===== src/verilog/unused_placeholder_none.sv =====
// Empty design unit list holder.
`timescale 1ns/1ns
`default_nettype none
`default_nettype wire


===== src/include/pess_pkg.sv =====
// Constants shared by the particle energy step sequencer.
`default_nettype none

package pess_pkg;

    // ----------------------------------------------------------------
    // Clock and timing
    // ----------------------------------------------------------------
    localparam int CLK_HZ = 100_000_000;
    localparam int TICK_MS = 250;
    localparam int TICK_CYC = CLK_HZ / 1000 * TICK_MS;
    localparam int DEAD_NS = 3500;
    localparam int DEAD_CYC = (DEAD_NS * (CLK_HZ / 1_000_000) + 999) / 1000;
    // Angles are kept in tenths of a degree.
    localparam int ROT_SPAN_DD = 2200;
    localparam int ROT_RATE_DD = 14;
    localparam int STEP_CYC = CLK_HZ / ROT_RATE_DD;
    localparam int FILT_HZ = 3000;
    localparam int FILT_SH = $clog2(CLK_HZ / (6 * FILT_HZ));
    localparam int NLEVEL = 64;
    localparam int NACC = 6;
    localparam int NDET = 5;
    localparam int NROT = 4;
    localparam logic [11:0] ROT_MAX = 12'h898;

    // ----------------------------------------------------------------
    // Register offsets
    // ----------------------------------------------------------------
    localparam logic [7:0] OFS_CTRL = 8'h00;
    localparam logic [7:0] OFS_DWCFG = 8'h04;
    localparam logic [7:0] OFS_DUR = 8'h08;
    localparam logic [7:0] OFS_LIM = 8'h0c;
    localparam logic [7:0] OFS_PARK = 8'h10;
    localparam logic [7:0] OFS_STAT = 8'h14;
    localparam logic [7:0] OFS_EWPOS = 8'h18;
    localparam logic [7:0] OFS_FILT = 8'h1c;
    localparam logic [7:0] OFS_ACC0 = 8'h20;

    // ----------------------------------------------------------------
    // Field positions and reset values
    // ----------------------------------------------------------------
    localparam int CTRL_DWELL_B = 0;
    localparam int CTRL_HV_B = 1;
    localparam int CTRL_EWHOLD_B = 2;
    localparam int CTRL_FILT_B = 3;
    localparam int CTRL_FSRC_LSB = 4;
    localparam int CTRL_GANG_B = 7;
    localparam int CTRL_GSRC_LSB = 8;
    localparam int CTRL_PARK_B = 11;
    localparam int DW_SPACE_LSB = 8;
    localparam int DW_COUNT_LSB = 16;
    localparam int LIM_HI_LSB = 12;
    localparam logic [31:0] CTRL_RST = 32'h0000_0000;
    localparam logic [31:0] DWCFG_RST = 32'h0001_0100;
    localparam logic [31:0] DUR_RST = 32'h0000_0004;
    localparam logic [31:0] LIM_RST = 32'h0089_8000;
    localparam logic [31:0] PARK_RST = 32'h0000_0000;

endpackage

`default_nettype wire


===== src/verilog/pess_core.sv =====
// Energy stepping, accumulation, rotation and rate filter control.
// Functional notes
// - Scan steps 64 levels, lowest to highest.
// - Each level held 250 ms.
// - After level 64, scan restarts at lowest.
// - Scan-dwell: one scan, then dwell at first level.
// - After dwell, scan again, next dwell adds spacing.
// - After dwell count reached, program restarts.
// - Dwell parameters loaded by ground command.
// - Six accumulators, one reading per 0.25 s.
// - Rotating detectors one each, fixed detector two.
// - Ganging in a dwell gives one detector 24 readings/s.
// - Rotation span limited to 220 degrees.
// - Assemblies step at about 1.4 deg/s.
// - Rotation can halt at preselected position.
// - End limits commandable for small oscillation.
// - Synchronous rotation or east-west held fixed.
// - 3 kHz rate filter on selected detector; the shift sets the cutoff near 1.9 kHz.
// - Dead time after each counted pulse.
// - Bias high voltage selects one of two.
// - Suppressor negative above selection point.
// - Power-up gives scan-only, full-range rotation.
`timescale 1ns/1ns
`default_nettype none

module pess_core #(
    parameter int TICK_CYC = pess_pkg::TICK_CYC,
    parameter int STEP_CYC = pess_pkg::STEP_CYC,
    parameter int DEAD_CYC = pess_pkg::DEAD_CYC,
    parameter logic [5:0] SUPP_LEVEL = 6'h20
) (
    input wire logic core_clk,
    input wire logic rstn,
    input wire logic psel,
    input wire logic penable,
    input wire logic pwrite,
    input wire logic [7:0] paddr,
    input wire logic [31:0] pwdata,
    output logic pready,
    output logic [31:0] prdata,
    output logic pslverr,
    input wire logic [4:0] detPulse,
    output logic [5:0] energyLevel,
    output logic suppNeg,
    output logic hvHigh,
    output wire logic [1:0] stepPulse,
    output wire logic [1:0] stepDir,
    output logic [15:0] filtOut
);

    // ----------------------------------------------------------------
    // Parameter checks
    // ----------------------------------------------------------------
    if (TICK_CYC < 12 || STEP_CYC < 2 || DEAD_CYC < 1 || DEAD_CYC > 511) begin : g_chk
        $error("pess_core: timing parameter out of range");
    end

    typedef enum logic {PESS_SCAN, PESS_DWELL} pess_phase_e;

    // Accumulator k counts detector p under normal or ganged routing.
    function automatic logic accHit(input int k, input logic [4:0] p,
        input logic g, input logic [2:0] gs, input logic [2:0] sl);
        if (g) begin
            return (gs < 3'h5) && p[gs] && (sl == 3'(k));
        end
        return p[(k < pess_pkg::NROT) ? k : pess_pkg::NROT];
    endfunction

    // ----------------------------------------------------------------
    // Register bus
    // ----------------------------------------------------------------
    logic [31:0] ctrl_q, dwCfg_q, dur_q, lim_q, park_q;
    logic [31:0] rdMux;
    logic [15:0] accRd [pess_pkg::NACC];
    logic [11:0] nsPos, ewPos;
    logic setupAcc, doWrite, hit, accArea;
    pess_phase_e phase_q;
    logic [5:0] level_q;
    logic [7:0] dwellIdx_q;
    logic [23:0] filtY_q;

    assign setupAcc = psel && penable && !pready;
    assign doWrite = psel && penable && pready && pwrite;
    assign accArea = (paddr[7:5] == 3'h1) && (paddr[4:2] < 3'h6) && (paddr[1:0] == 2'h0);
    assign hit = accArea || (paddr[7:5] == 3'h0 && paddr[1:0] == 2'h0);

    // Read selection; reserved bits read as zero.
    always_comb begin
        rdMux = 32'h0000_0000;
        unique case (paddr)
            pess_pkg::OFS_CTRL: rdMux = ctrl_q;
            pess_pkg::OFS_DWCFG: rdMux = dwCfg_q;
            pess_pkg::OFS_DUR: rdMux = dur_q;
            pess_pkg::OFS_LIM: rdMux = lim_q;
            pess_pkg::OFS_PARK: rdMux = park_q;
            pess_pkg::OFS_STAT: rdMux = {4'h0, nsPos, dwellIdx_q, suppNeg, phase_q == PESS_DWELL,
                level_q};
            pess_pkg::OFS_EWPOS: rdMux = {20'h00000, ewPos};
            pess_pkg::OFS_FILT: rdMux = {16'h0000, filtOut};
            default: rdMux = accArea ? {16'h0000, accRd[paddr[4:2]]} : 32'h0000_0000;
        endcase
    end

    // One wait state: pready rises in the second access cycle, and a write
    // lands on the same edge at which the master sees pready.
    always_ff @(posedge core_clk or negedge rstn) begin
        if (!rstn) begin
            pready <= 1'b0;
            prdata <= 32'h0000_0000;
            pslverr <= 1'b0;
        end else begin
            pready <= setupAcc;
            prdata <= setupAcc ? rdMux : 32'h0000_0000;
            pslverr <= setupAcc && !hit;
        end
    end

    // Command registers; reset values give scan-only, full range.
    always_ff @(posedge core_clk or negedge rstn) begin
        if (!rstn) begin
            ctrl_q <= pess_pkg::CTRL_RST;
            dwCfg_q <= pess_pkg::DWCFG_RST;
            dur_q <= pess_pkg::DUR_RST;
            lim_q <= pess_pkg::LIM_RST;
            park_q <= pess_pkg::PARK_RST;
        end else if (doWrite) begin
            if (paddr == pess_pkg::OFS_CTRL) ctrl_q <= {20'h00000, pwdata[11:0]};
            if (paddr == pess_pkg::OFS_DWCFG) dwCfg_q <= {8'h00, pwdata[23:0]};
            if (paddr == pess_pkg::OFS_DUR) dur_q <= {16'h0000, pwdata[15:0]};
            if (paddr == pess_pkg::OFS_LIM) lim_q <= {8'h00, pwdata[23:0]};
            if (paddr == pess_pkg::OFS_PARK) park_q <= {20'h00000, pwdata[11:0]};
        end
    end

    assign hvHigh = ctrl_q[pess_pkg::CTRL_HV_B];

    // ----------------------------------------------------------------
    // Energy program
    // ----------------------------------------------------------------
    logic [31:0] tickCnt_q, slotCnt_q;
    logic [2:0] slot_q;
    logic [5:0] dwellLvl_q, nextDwell;
    logic [16:0] dwellTick_q;
    logic tick, slotEnd, scanEnd, dwellEnd, lastDwell, dwellMode;

    assign tick = tickCnt_q == 32'(TICK_CYC - 1);
    assign slotEnd = slotCnt_q == 32'(TICK_CYC / pess_pkg::NACC - 1);
    assign dwellMode = ctrl_q[pess_pkg::CTRL_DWELL_B];
    assign scanEnd = tick && phase_q == PESS_SCAN && level_q == 6'h3f;
    assign dwellEnd = tick && phase_q == PESS_DWELL &&
        (!dwellMode || dwellTick_q + 17'h00001 >= {1'b0, dur_q[15:0]});
    assign lastDwell = dwellIdx_q + 8'h01 >= dwCfg_q[pess_pkg::DW_COUNT_LSB +: 8];
    // The sum is taken in six bits so a dwell past the top wraps.
    assign nextDwell = (dwellIdx_q == 8'h00) ? dwCfg_q[5:0] :
        dwellLvl_q + dwCfg_q[pess_pkg::DW_SPACE_LSB +: 6];

    // Quarter-second tick and the six sub-slots used when ganged.
    always_ff @(posedge core_clk or negedge rstn) begin
        if (!rstn) begin
            tickCnt_q <= 32'h0000_0000;
            slotCnt_q <= 32'h0000_0000;
            slot_q <= 3'h0;
        end else begin
            tickCnt_q <= tick ? 32'h0000_0000 : tickCnt_q + 32'h0000_0001;
            slotCnt_q <= (tick || slotEnd) ? 32'h0000_0000 : slotCnt_q + 32'h0000_0001;
            slot_q <= tick ? 3'h0 : (slotEnd && slot_q < 3'h5) ? slot_q + 3'h1 : slot_q;
        end
    end

    // Scan and dwell sequencing.
    always_ff @(posedge core_clk or negedge rstn) begin
        if (!rstn) begin
            phase_q <= PESS_SCAN;
            level_q <= 6'h00;
            dwellLvl_q <= 6'h00;
            dwellIdx_q <= 8'h00;
            dwellTick_q <= 17'h00000;
        end else if (scanEnd && dwellMode) begin
            phase_q <= PESS_DWELL;
            level_q <= nextDwell;
            dwellLvl_q <= nextDwell;
            dwellTick_q <= 17'h00000;
        end else if (scanEnd) begin
            level_q <= 6'h00;
        end else if (dwellEnd) begin
            phase_q <= PESS_SCAN;
            level_q <= 6'h00;
            dwellIdx_q <= lastDwell ? 8'h00 : dwellIdx_q + 8'h01;
        end else if (tick && phase_q == PESS_SCAN) begin
            level_q <= level_q + 6'h01;
        end else if (tick) begin
            dwellTick_q <= dwellTick_q + 17'h00001;
        end
    end

    assign energyLevel = level_q;

    // Suppressor follows the selected step one cycle later.
    always_ff @(posedge core_clk or negedge rstn) begin
        if (!rstn) begin
            suppNeg <= 1'b0;
        end else begin
            suppNeg <= level_q >= SUPP_LEVEL;
        end
    end

    // ----------------------------------------------------------------
    // Detector pulses
    // ----------------------------------------------------------------
    logic [4:0] detS1_q, detS2_q, detS3_q, counted;

    // Pulses are asynchronous; the edge is taken after two flops.
    always_ff @(posedge core_clk or negedge rstn) begin
        if (!rstn) begin
            detS1_q <= 5'h00;
            detS2_q <= 5'h00;
            detS3_q <= 5'h00;
        end else begin
            detS1_q <= detPulse;
            detS2_q <= detS1_q;
            detS3_q <= detS2_q;
        end
    end

    for (genvar d = 0; d < pess_pkg::NDET; d++) begin : g_det
        logic [8:0] dead_q, gap_q;
        assign counted[d] = detS2_q[d] && !detS3_q[d] && dead_q == 9'h000;
        // Edges inside the dead window are after-pulses and are dropped.
        always_ff @(posedge core_clk or negedge rstn) begin
            if (!rstn) begin
                dead_q <= 9'h000;
            end else if (counted[d]) begin
                dead_q <= 9'(DEAD_CYC - 1);
            end else if (dead_q != 9'h000) begin
                dead_q <= dead_q - 9'h001;
            end
        end
        // Cycles since the last count, saturating; only the check reads it.
        always_ff @(posedge core_clk or negedge rstn) begin
            if (!rstn) begin
                gap_q <= 9'h1ff;
            end else begin
                gap_q <= counted[d] ? 9'h000 : gap_q + 9'(gap_q != 9'h1ff);
            end
        end

    end

    // ----------------------------------------------------------------
    // Accumulators
    // ----------------------------------------------------------------
    logic gangOn;
    // Ganging only applies in a dwell, where the level is steady.
    assign gangOn = ctrl_q[pess_pkg::CTRL_GANG_B] && phase_q == PESS_DWELL;

    for (genvar k = 0; k < pess_pkg::NACC; k++) begin : g_acc
        logic [15:0] acc_q, rd_q;
        logic inc;
        assign inc = accHit(k, counted, gangOn, ctrl_q[pess_pkg::CTRL_GSRC_LSB +: 3],
            slot_q);
        assign accRd[k] = rd_q;
        // Counts saturate rather than wrap, so a hot channel reads full.
        always_ff @(posedge core_clk or negedge rstn) begin
            if (!rstn) begin
                acc_q <= 16'h0000;
                rd_q <= 16'h0000;
            end else if (tick) begin
                rd_q <= acc_q;
                acc_q <= {15'h0000, inc};
            end else if (inc && acc_q != 16'hffff) begin
                acc_q <= acc_q + 16'h0001;
            end
        end
    end

    // ----------------------------------------------------------------
    // Assembly rotation
    // ----------------------------------------------------------------
    logic [31:0] stepCnt_q;
    logic stepTick;
    logic [11:0] loLim, limHi, hiLim, parkPos;

    assign stepTick = stepCnt_q == 32'(STEP_CYC - 1);
    assign loLim = lim_q[11:0];
    assign limHi = lim_q[pess_pkg::LIM_HI_LSB +: 12];
    assign hiLim = (limHi > pess_pkg::ROT_MAX) ? pess_pkg::ROT_MAX : limHi;
    assign parkPos = (park_q[11:0] > pess_pkg::ROT_MAX) ? pess_pkg::ROT_MAX : park_q[11:0];

    always_ff @(posedge core_clk or negedge rstn) begin
        if (!rstn) begin
            stepCnt_q <= 32'h0000_0000;
        end else begin
            stepCnt_q <= stepTick ? 32'h0000_0000 : stepCnt_q + 32'h0000_0001;
        end
    end

    for (genvar a = 0; a < 2; a++) begin : g_rot
        logic [11:0] pos_q, pos_d;
        logic dir_q, dir_d, pulse_q, pulse_d, held;
        assign held = (a == 1) && ctrl_q[pess_pkg::CTRL_EWHOLD_B];
        assign stepPulse[a] = pulse_q;
        assign stepDir[a] = dir_q;
        // Sweep between limits, or walk to the park angle and stay.
        always_comb begin
            pos_d = pos_q;
            dir_d = dir_q;
            pulse_d = 1'b0;
            if (stepTick && !held) begin
                if (ctrl_q[pess_pkg::CTRL_PARK_B]) begin
                    if (pos_q != parkPos) begin
                        dir_d = pos_q < parkPos;
                        pos_d = (pos_q < parkPos) ? pos_q + 12'h001 : pos_q - 12'h001;
                        pulse_d = 1'b1;
                    end
                end else if (dir_q && pos_q < hiLim) begin
                    pos_d = pos_q + 12'h001;
                    pulse_d = 1'b1;
                end else if (!dir_q && pos_q > loLim) begin
                    pos_d = pos_q - 12'h001;
                    pulse_d = 1'b1;
                end else begin
                    dir_d = !dir_q;
                end
            end
        end
        always_ff @(posedge core_clk or negedge rstn) begin
            if (!rstn) begin
                pos_q <= 12'h000;
                dir_q <= 1'b1;
                pulse_q <= 1'b0;
            end else begin
                pos_q <= pos_d;
                dir_q <= dir_d;
                pulse_q <= pulse_d;
            end
        end

    end

    assign nsPos = g_rot[0].pos_q;
    assign ewPos = g_rot[1].pos_q;

    // ----------------------------------------------------------------
    // Count-rate filter
    // ----------------------------------------------------------------
    logic filtIn;
    // A leaky integrator; its time constant of 2^FILT_SH cycles sets the
    // cutoff near 1.9 kHz, below 3 kHz, traded against a shift instead of a multiplier.
    assign filtIn = ctrl_q[pess_pkg::CTRL_FILT_B] && ctrl_q[6:4] < 3'h5 &&
        counted[ctrl_q[6:4]];

    always_ff @(posedge core_clk or negedge rstn) begin
        if (!rstn) begin
            filtY_q <= 24'h000000;
        end else begin
            filtY_q <= filtY_q - (filtY_q >> pess_pkg::FILT_SH) +
                (filtIn ? 24'h000100 : 24'h000000);
        end
    end

    assign filtOut = filtY_q[15:0];
endmodule // pess_core

`default_nettype wire


===== config.mk =====
export PLATFORM = sky130hd
export DESIGN_NAME = pess_core
export DESIGN_NICKNAME = d
export VERILOG_FILES = /design/src/verilog/unused_placeholder_none.sv /design/src/include/pess_pkg.sv /design/src/verilog/pess_core.sv
export SDC_FILE = /design/constraint.sdc
export NUM_CORES = 1
export LEC_CHECK = 0
export ABC_CLOCK_PERIOD_IN_PS = 14800
export BUFFER_PORTS_ARGS = -buffer_cell sky130_fd_sc_hd__buf_2
export CORE_MARGIN = 2
export CORE_UTILIZATION = 35
export CTS_CLUSTER_DIAMETER = 60
export DETAILED_ROUTE_END_ITERATION = 8
export PLACE_DENSITY = 0.48
export SYNTH_ARGS = -nofsm -noshare
export SYNTH_HDL_FRONTEND = slang
export SYNTH_SLANG_ARGS = --single-unit

===== constraint.sdc =====
create_clock -name core_clk -period 14.8 [get_ports core_clk]
set_clock_uncertainty 0.2 [all_clocks]
set_input_delay 3.7 -clock core_clk [delete_from_list [all_inputs] [get_ports core_clk]]
set_output_delay 3.7 -clock core_clk [all_outputs]
set_load 0.03 [all_outputs]

==> impl_metrics.ini, run 1 <==
[drt]
wl_met1_mm = 40.6
ant_nets = 0
dr.pass1.iters = 8
wl_met3_mm = 3.83
wl_met2_mm = 40.1
drtIter0Drc = 1671
drt-wirelength-per-cell_um = 19.6
vias_per_cell = 5.36
vias = 23900
top_layer_used = met5
wl_mm = 87.1
drc = 0

[sta]
maxSlewViolCount = 0
hold_viol = 0
finalCriticalPeriod_ns = 6.91
worst_slew_pin_slew_ns = 1.40
maxSlewHeadroom_pct = 6.00
setup_tns_ns = 0
worst_slack_ns = 7.89
final.period_utilization_pct = 46.7
max_freq_ghz = 0.145
finalSetupViolCount = 0
rsz0062_at_grt = no

[global_route]
grt_max_degree = 165
overflow = 0
grt_pass1_wl_mm = 138
grt_pass1_vias = 23900
grt_antenna_before_repair = 3
grt_use_total_pct = 19.5

[logic_synthesis]
synth_edf_count = 0
yosysWarnings = 0
synth_mux_area_share_pct = 4.54
synth_flop_cell = dfrtp_1
synthesis.instances = 3168
synth_compound_area_share_pct = 11.7
synth_area_um2 = 30500
yosysSeqAreaShare_pct = 46.1
async_flop_share_pct = 100
syn_area_per_cell_um2 = 9.61
synth_fa_ha_area_share_pct = 7.02
synth_xor_area_share_pct = 6.39
ys_types = 89
synth_top_family_by_area = simple AND/OR/NAND/NOR gates
synthSimpleGateAreaFrac_pct = 20.5
ys_ff_latch = 560

[clock_network]
cts.clk_slew.worst_paths_ns = 0.06
tritoncts = yes
cts_resized = 0
ctsRootBufferMaster = clkbuf_16
cts.path.max_buffers = 3
cts_sinks = 560
post_cts_buffers = 0
cts_buffers = 75
clock_latency_ns = 0.61
htreeDepth = 3
holdBufCountCts = 0

[layout]
final_util_pct = 39.9
drive_above_1_share_pct = 12.2
areaGrowthSynthToFinish_pct = 13.3
layout.cells.non_filler = 4455
layout.nets = 3463

[power_and_ir_drop]
total_power_mw = 4.48
p_per_area_nw_per_um2 = 130
ir_drop_mv = 0.0895
leakage_nw = 16.4

[setup_path]
crit_type = primary input to flop
r2r-start = g_det[2].dead_q[2]$_DFFE_PN0P_
arrival_ns = 7.25
worstSetupStartpoint = paddr[1]
critPathRequiredTime_ns = 15.14
crit_path_end_kind = flop
critPathMaxStageDelay_ns = 1.15
slowest_stage = nor2_1
crit_fanout = 16
cp_num_buf_inv = 1
path_cells = buf_2 > nor4_1 > nor2b_1 > nand2b_1 > nor2_1 > a22oi_1 > nand4_1 > a22o_1
path_delay_family = simple AND/OR/NAND/NOR gates
start_kind = primary input

[job]
max_cap_violations = 0

[floorplanning]
die_h_um = 299
row_count = 108
start_util_pct = 35.2
ios = 112
die_w_um = 299
core_um2 = 86500
dieArea_um2 = 89400

[placed_design]
hpwl_mm = 61.9
io_buffers = 99
gp_congestion = 0.855
placedCellCount = 4322
post-place-ws_ns = 7.47

[status]
outcome = complete, no violations

[min_path]
min_from = detS1_q[2]$_DFF_PN0_
hp-class = flop to flop
## where the power goes
part	internal, mW	total (mW)	switching [mW]
Clock	1.08	1.80	0.719
Combinational	0.373	0.896	0.523
Sequential	1.66	1.79	0.132
Total	3.11	4.48	1.37
## worst reg2reg max path: stages (launching register included)
cell     delay, ns
dfrtp_1       0.45
or4_4         0.59
nor4_1        0.49
nand2_1       0.29
mux4_2        0.53
o21ai_0       0.41
and2_1        0.35
fa_1          0.48
ha_1          0.27
nor4_1        0.25
o21ai_0       0.17
o211a_1       0.20
a221o_1       0.42
a211o_1       0.32
a31o_2        0.25
a21oi_1       0.19
xnor2_1       0.14
## cell families after synthesis
| kind of cell | after synthesis |
|---|---|
| simple gates | 1291 |
| flops | 560 |
| compound gates | 541 |
| buf+inv | 274 |
| xor+xnor | 222 |
| fa+ha+maj | 169 |
| mux | 110 |
| other cells | 1 |
## final timing paths
path                                                  to  slack (ns)  cells after the start
min                                 detS2_q[2]$_DFF_PN0_        0.15                      0
max reg2reg                        filtY_q[21]$_DFF_PN0_        8.73                     16
min in group asynchronous        stepCnt_q[25]$_DFF_PN0_        2.88                      1
min reg2reg                         detS2_q[2]$_DFF_PN0_        0.15                      0
max in group asynchronous  g_acc[4].acc_q[0]$_DFFE_PN0P_        9.04                      3
max                                  prdata[3]$_DFF_PN0_        7.89                      8
## layer usage
| metal | global-route usage (%) | up-vias |
|---|---|---|
| met4 | 6.21 | 4 |
| met1 | 27.1 | 11900 |
| met3 | 2.70 | 145 |
| li1 | - | 11300 |
| met2 | 31.4 | 539 |
| met5 | 0 | - |
## final cells by class
| type | instances | area [um^2] |
|---|---|---|
| inverters | 139 | 522 |
| well taps | 1155 | 1450 |
| repair buffers | 131 | 771 |
| diodes | 2 | 5.00 |
| flip-flops and latches | 560 | 14000 |
| multi-input cells | 2337 | 15300 |
| clock buffers | 94 | 2020 |
| clock inverters | 37 | 399 |
| fillers | 8537 | 52000 |
## synthesized netlist by cell type, types with 9 or more instances
| master | number | share of area [%] |
|---|---|---|
| or3_1 | 35 | 0.72 |
| a211o_1 | 9 | 0.26 |
| and2_1 | 26 | 0.53 |
| clkbuf_1 | 97 | 1.2 |
| o31ai_1 | 9 | 0.22 |
| nand3_1 | 110 | 1.8 |
| nand2_1 | 494 | 6.1 |
| a21o_1 | 55 | 1.4 |
| nand2b_1 | 23 | 0.47 |
| or4_1 | 11 | 0.27 |
| and3_1 | 60 | 1.2 |
| or2_2 | 14 | 0.29 |
| nor3_1 | 63 | 1.0 |
| a22oi_1 | 46 | 1.1 |
| nor3_2 | 25 | 0.82 |
| a222oi_1 | 12 | 0.39 |
| mux2i_1 | 38 | 1.2 |
| mux2_2 | 55 | 2.0 |
| nand4_1 | 61 | 1.3 |
| nor2_1 | 256 | 3.2 |
| ha_1 | 166 | 6.8 |
| xnor2_1 | 132 | 3.8 |
| mux4_2 | 17 | 1.3 |
| a21oi_1 | 112 | 1.8 |
| and4_1 | 18 | 0.52 |
| o21ai_0 | 147 | 2.4 |
| nor2b_1 | 25 | 0.51 |
| o22ai_1 | 18 | 0.37 |
| inv_1 | 138 | 1.7 |
| buf_4 | 27 | 0.67 |
| nor4b_1 | 9 | 0.26 |
| a31oi_1 | 18 | 0.37 |
| nor4_1 | 38 | 0.78 |
| a211oi_1 | 14 | 0.35 |
| o21a_1 | 12 | 0.30 |
| a22o_1 | 17 | 0.49 |
| dfstp_2 | 9 | 0.78 |
| dfrtp_1 | 551 | 45 |
| xor2_1 | 90 | 2.6 |
## cells in the final DEF (no fill, tap or decap), drive strengths merged, types with 26 or more instances in the layout
master  count
and2       26
nand4      61
mux2       55
nand3     110
buf       131
a21o       55
xor2       90
inv       148
a21oi     113
ha        166
nand2     494
a22oi      46
o21ai     151
nor3       88
or3        37
nor2      257
clkbuf     94
and3       60
dfrtp     551
nor4       42
xnor2     132
mux2i      38
## per-stage QoR
| stage | hold slack (ns) | cell area (um^2) |
|---|---|---|
| 5_1_grt | 0.167 | 34500 |
| 2_1_floorplan | 0.131 | 30500 |
| 6_report | 0.146 | 34500 |
| 4_1_cts | 0.153 | 34500 |
| 3_5_place_dp | 0.140 | 32100 |
| 3_3_place_gp | 0.140 | 32100 |
## registers in the layout (all words and copies together), names as in the netlist, 6 cells and up
signal        count
g_acc.acc_q      96
filtY_q          24
tickCnt_q        32
prdata           28
dwellLvl_q        6
slotCnt_q        32
ctrl_q           12
dwellTick_q      17
g_det.dead_q     45
dwCfg_q          24
g_rot.pos_q      12
ewPos            12
energyLevel       6
g_acc.rd_q       96
dwellIdx_q        8
dur_q            16
park_q           12
lim_q            24
stepCnt_q        32
Power figures use the tool's default switching activity.
==> run 2: changes to the inputs <==
- ABC_CLOCK_PERIOD_IN_PS: 14800 -> 7000
- clock period: 14.8 -> 7 ns (I/O delays scaled with it)
==> run 2 against run 1 <==
Effect of this change: hold slack about the same; final cell count about the same; critical path type is now flop to flop; sequential power up 110%; combinational power up 110%; wire length down 0.53%; global-route usage about the same; register-to-register slack worse by 7.7 ns; core utilization about the same; sequential share of layout area about the same; setup slack worse by 6.8 ns; power up 110%; non-clock buffer count unchanged.
==> impl_metrics.ini, run 2 (synthesis gave the netlist of run 1 again) <==
[drt]
ant_nets = 0
drtIter0Drc = 1808
dr.pass1.iters = 8
wl_mm = 86.7
vias_per_cell = 5.33
vias = 23700
drc = 0
drt-wirelength-per-cell_um = 19.5

[clock_network]
htreeDepth = 3
post_cts_buffers = 0
cts_resized = 0
ctsRootBufferMaster = clkbuf_16
cts_sinks = 560
clock_latency_ns = 0.64
cts.path.max_buffers = 3
holdBufCountCts = 0
cts_buffers = 74
cts.clk_slew.worst_paths_ns = 0.06
tritoncts = yes

[sta]
maxSlewViolCount = 0
setup_tns_ns = 0
final.period_utilization_pct = 84.6
finalSetupViolCount = 0
hold_viol = 0
rsz0062_at_grt = no
worst_slack_ns = 1.08
worst_slew_pin_slew_ns = 1.26
finalCriticalPeriod_ns = 5.92
max_freq_ghz = 0.169
whs_ns = 0.147
maxSlewHeadroom_pct = 15.3

[setup_path]
arrival_ns = 6.21
crit_type = flop to flop
slowest_stage = or4_1
crit_fanout = 10
path_cells = or4_1 > nor4_4 > nand2_1 > mux4_2 > o21ai_0 > and2_1 > fa_1 > ha_1 > o21ai_0 > nor2_1 > o2111ai_1 > a21oi_1 > o31ai_1 > a211oi_1 > or2_2 > a311o_1
critPathMaxStageDelay_ns = 0.66
crit_path_end_kind = flop
crit_top_cell = o21ai_0
ff2ff_setup_slack_ns = 1.08
critPathRequiredTime_ns = 7.29
start_kind = flop

[status]
outcome = complete, no violations

[power_and_ir_drop]
p_per_area_nw_per_um2 = 275
ir_drop_mv = 0.185
leakage_nw = 16.4

[placed_design]
hpwl_mm = 62.3
post-place-ws_ns = 1.14
gp_congestion = 0.860
io_buffers = 99

[global_route]
grt_pass1_vias = 23800
grt_max_degree = 138
grt_use_total_pct = 19.5
overflow = 0
grt_antenna_before_repair = 5
grt_pass1_wl_mm = 138

[floorplanning]
ios = 112
row_count = 108
dieArea_um2 = 89400
core_um2 = 86500
start_util_pct = 35.2
die_w_um = 299
die_h_um = 299

[layout]
areaGrowthSynthToFinish_pct = 13.5
final_util_pct = 40.0
layout_common_cells = dfrtp_1, nand2_1, nor2_1, ha_1, o21ai_0
layout_commonest_cell = dfrtp_1
layout.nets = 3462
top_regs = g_acc.acc_q x96, g_acc.rd_q x96, g_det.dead_q x45
drive_above_1_share_pct = 12.0

[min_path]
hp-class = flop to flop

[job]
max_cap_violations = 0
run 2: report_power, final:
| group | leakage (nW) | switching, mW | internal [mW] |
|---|---|---|---|
| clock | 1.18 | 1.51 | 2.30 |
| sequential | 7.35 | 0.288 | 3.50 |
| combinational | 7.86 | 1.10 | 0.790 |
run 2: final timing paths:
path	start	end	cells after the start
max	g_det[1].dead_q[2]$_DFFE_PN0P_	filtY_q[22]$_DFF_PN0_	16
min in group asynchronous	rstn	stepCnt_q[26]$_DFF_PN0_	1
max reg2reg	g_det[1].dead_q[2]$_DFFE_PN0P_	filtY_q[22]$_DFF_PN0_	16
max in group asynchronous	rstn	g_acc[5].acc_q[3]$_DFFE_PN0P_	2
min reg2reg	detS1_q[4]$_DFF_PN0_	detS2_q[4]$_DFF_PN0_	0
min	detS1_q[4]$_DFF_PN0_	detS2_q[4]$_DFF_PN0_	0
run 2: worst max-delay path, delay by kind of cell (launching register included):
family,cells,cell delay (ns)
flops,1,0.43
fa+ha+maj,2,0.80
compound gates,7,1.72
simple gates,6,2.14
mux,1,0.48
run 2: cell type report:
cell class	instances	area (um^2)
inverter	139	522
multi-input combinational	2337	15300
antenna	2	5.00
sequential	560	14000
clock inverter	28	362
tap	1155	1450
clock buffer	102	2070
fill	8547	51900
timing repair buffer	131	796
run 2: per-layer routing:
| layer | vias up | wire length (um) | global-route usage (%) |
|---|---|---|---|
| li1 | 11300 | - | - |
| met1 | 11700 | 40500 | 27.4 |
| met2 | 548 | 39500 | 30.8 |
| met3 | 159 | 3980 | 2.81 |
| met4 | 6 | 2660 | 6.82 |
| met5 | - | 34 | 0 |
run 2: metrics by stage:
step                      total power [mW]  cells  instance area, um^2
final                                 9.49   4454                34600
after global routing                  10.0   4452                34600
after CTS                             9.62   4452                34600
after detailed placement              5.74   4322                32100
after global placement                5.69   4322                32100
after floorplan                       5.25   3171                30500
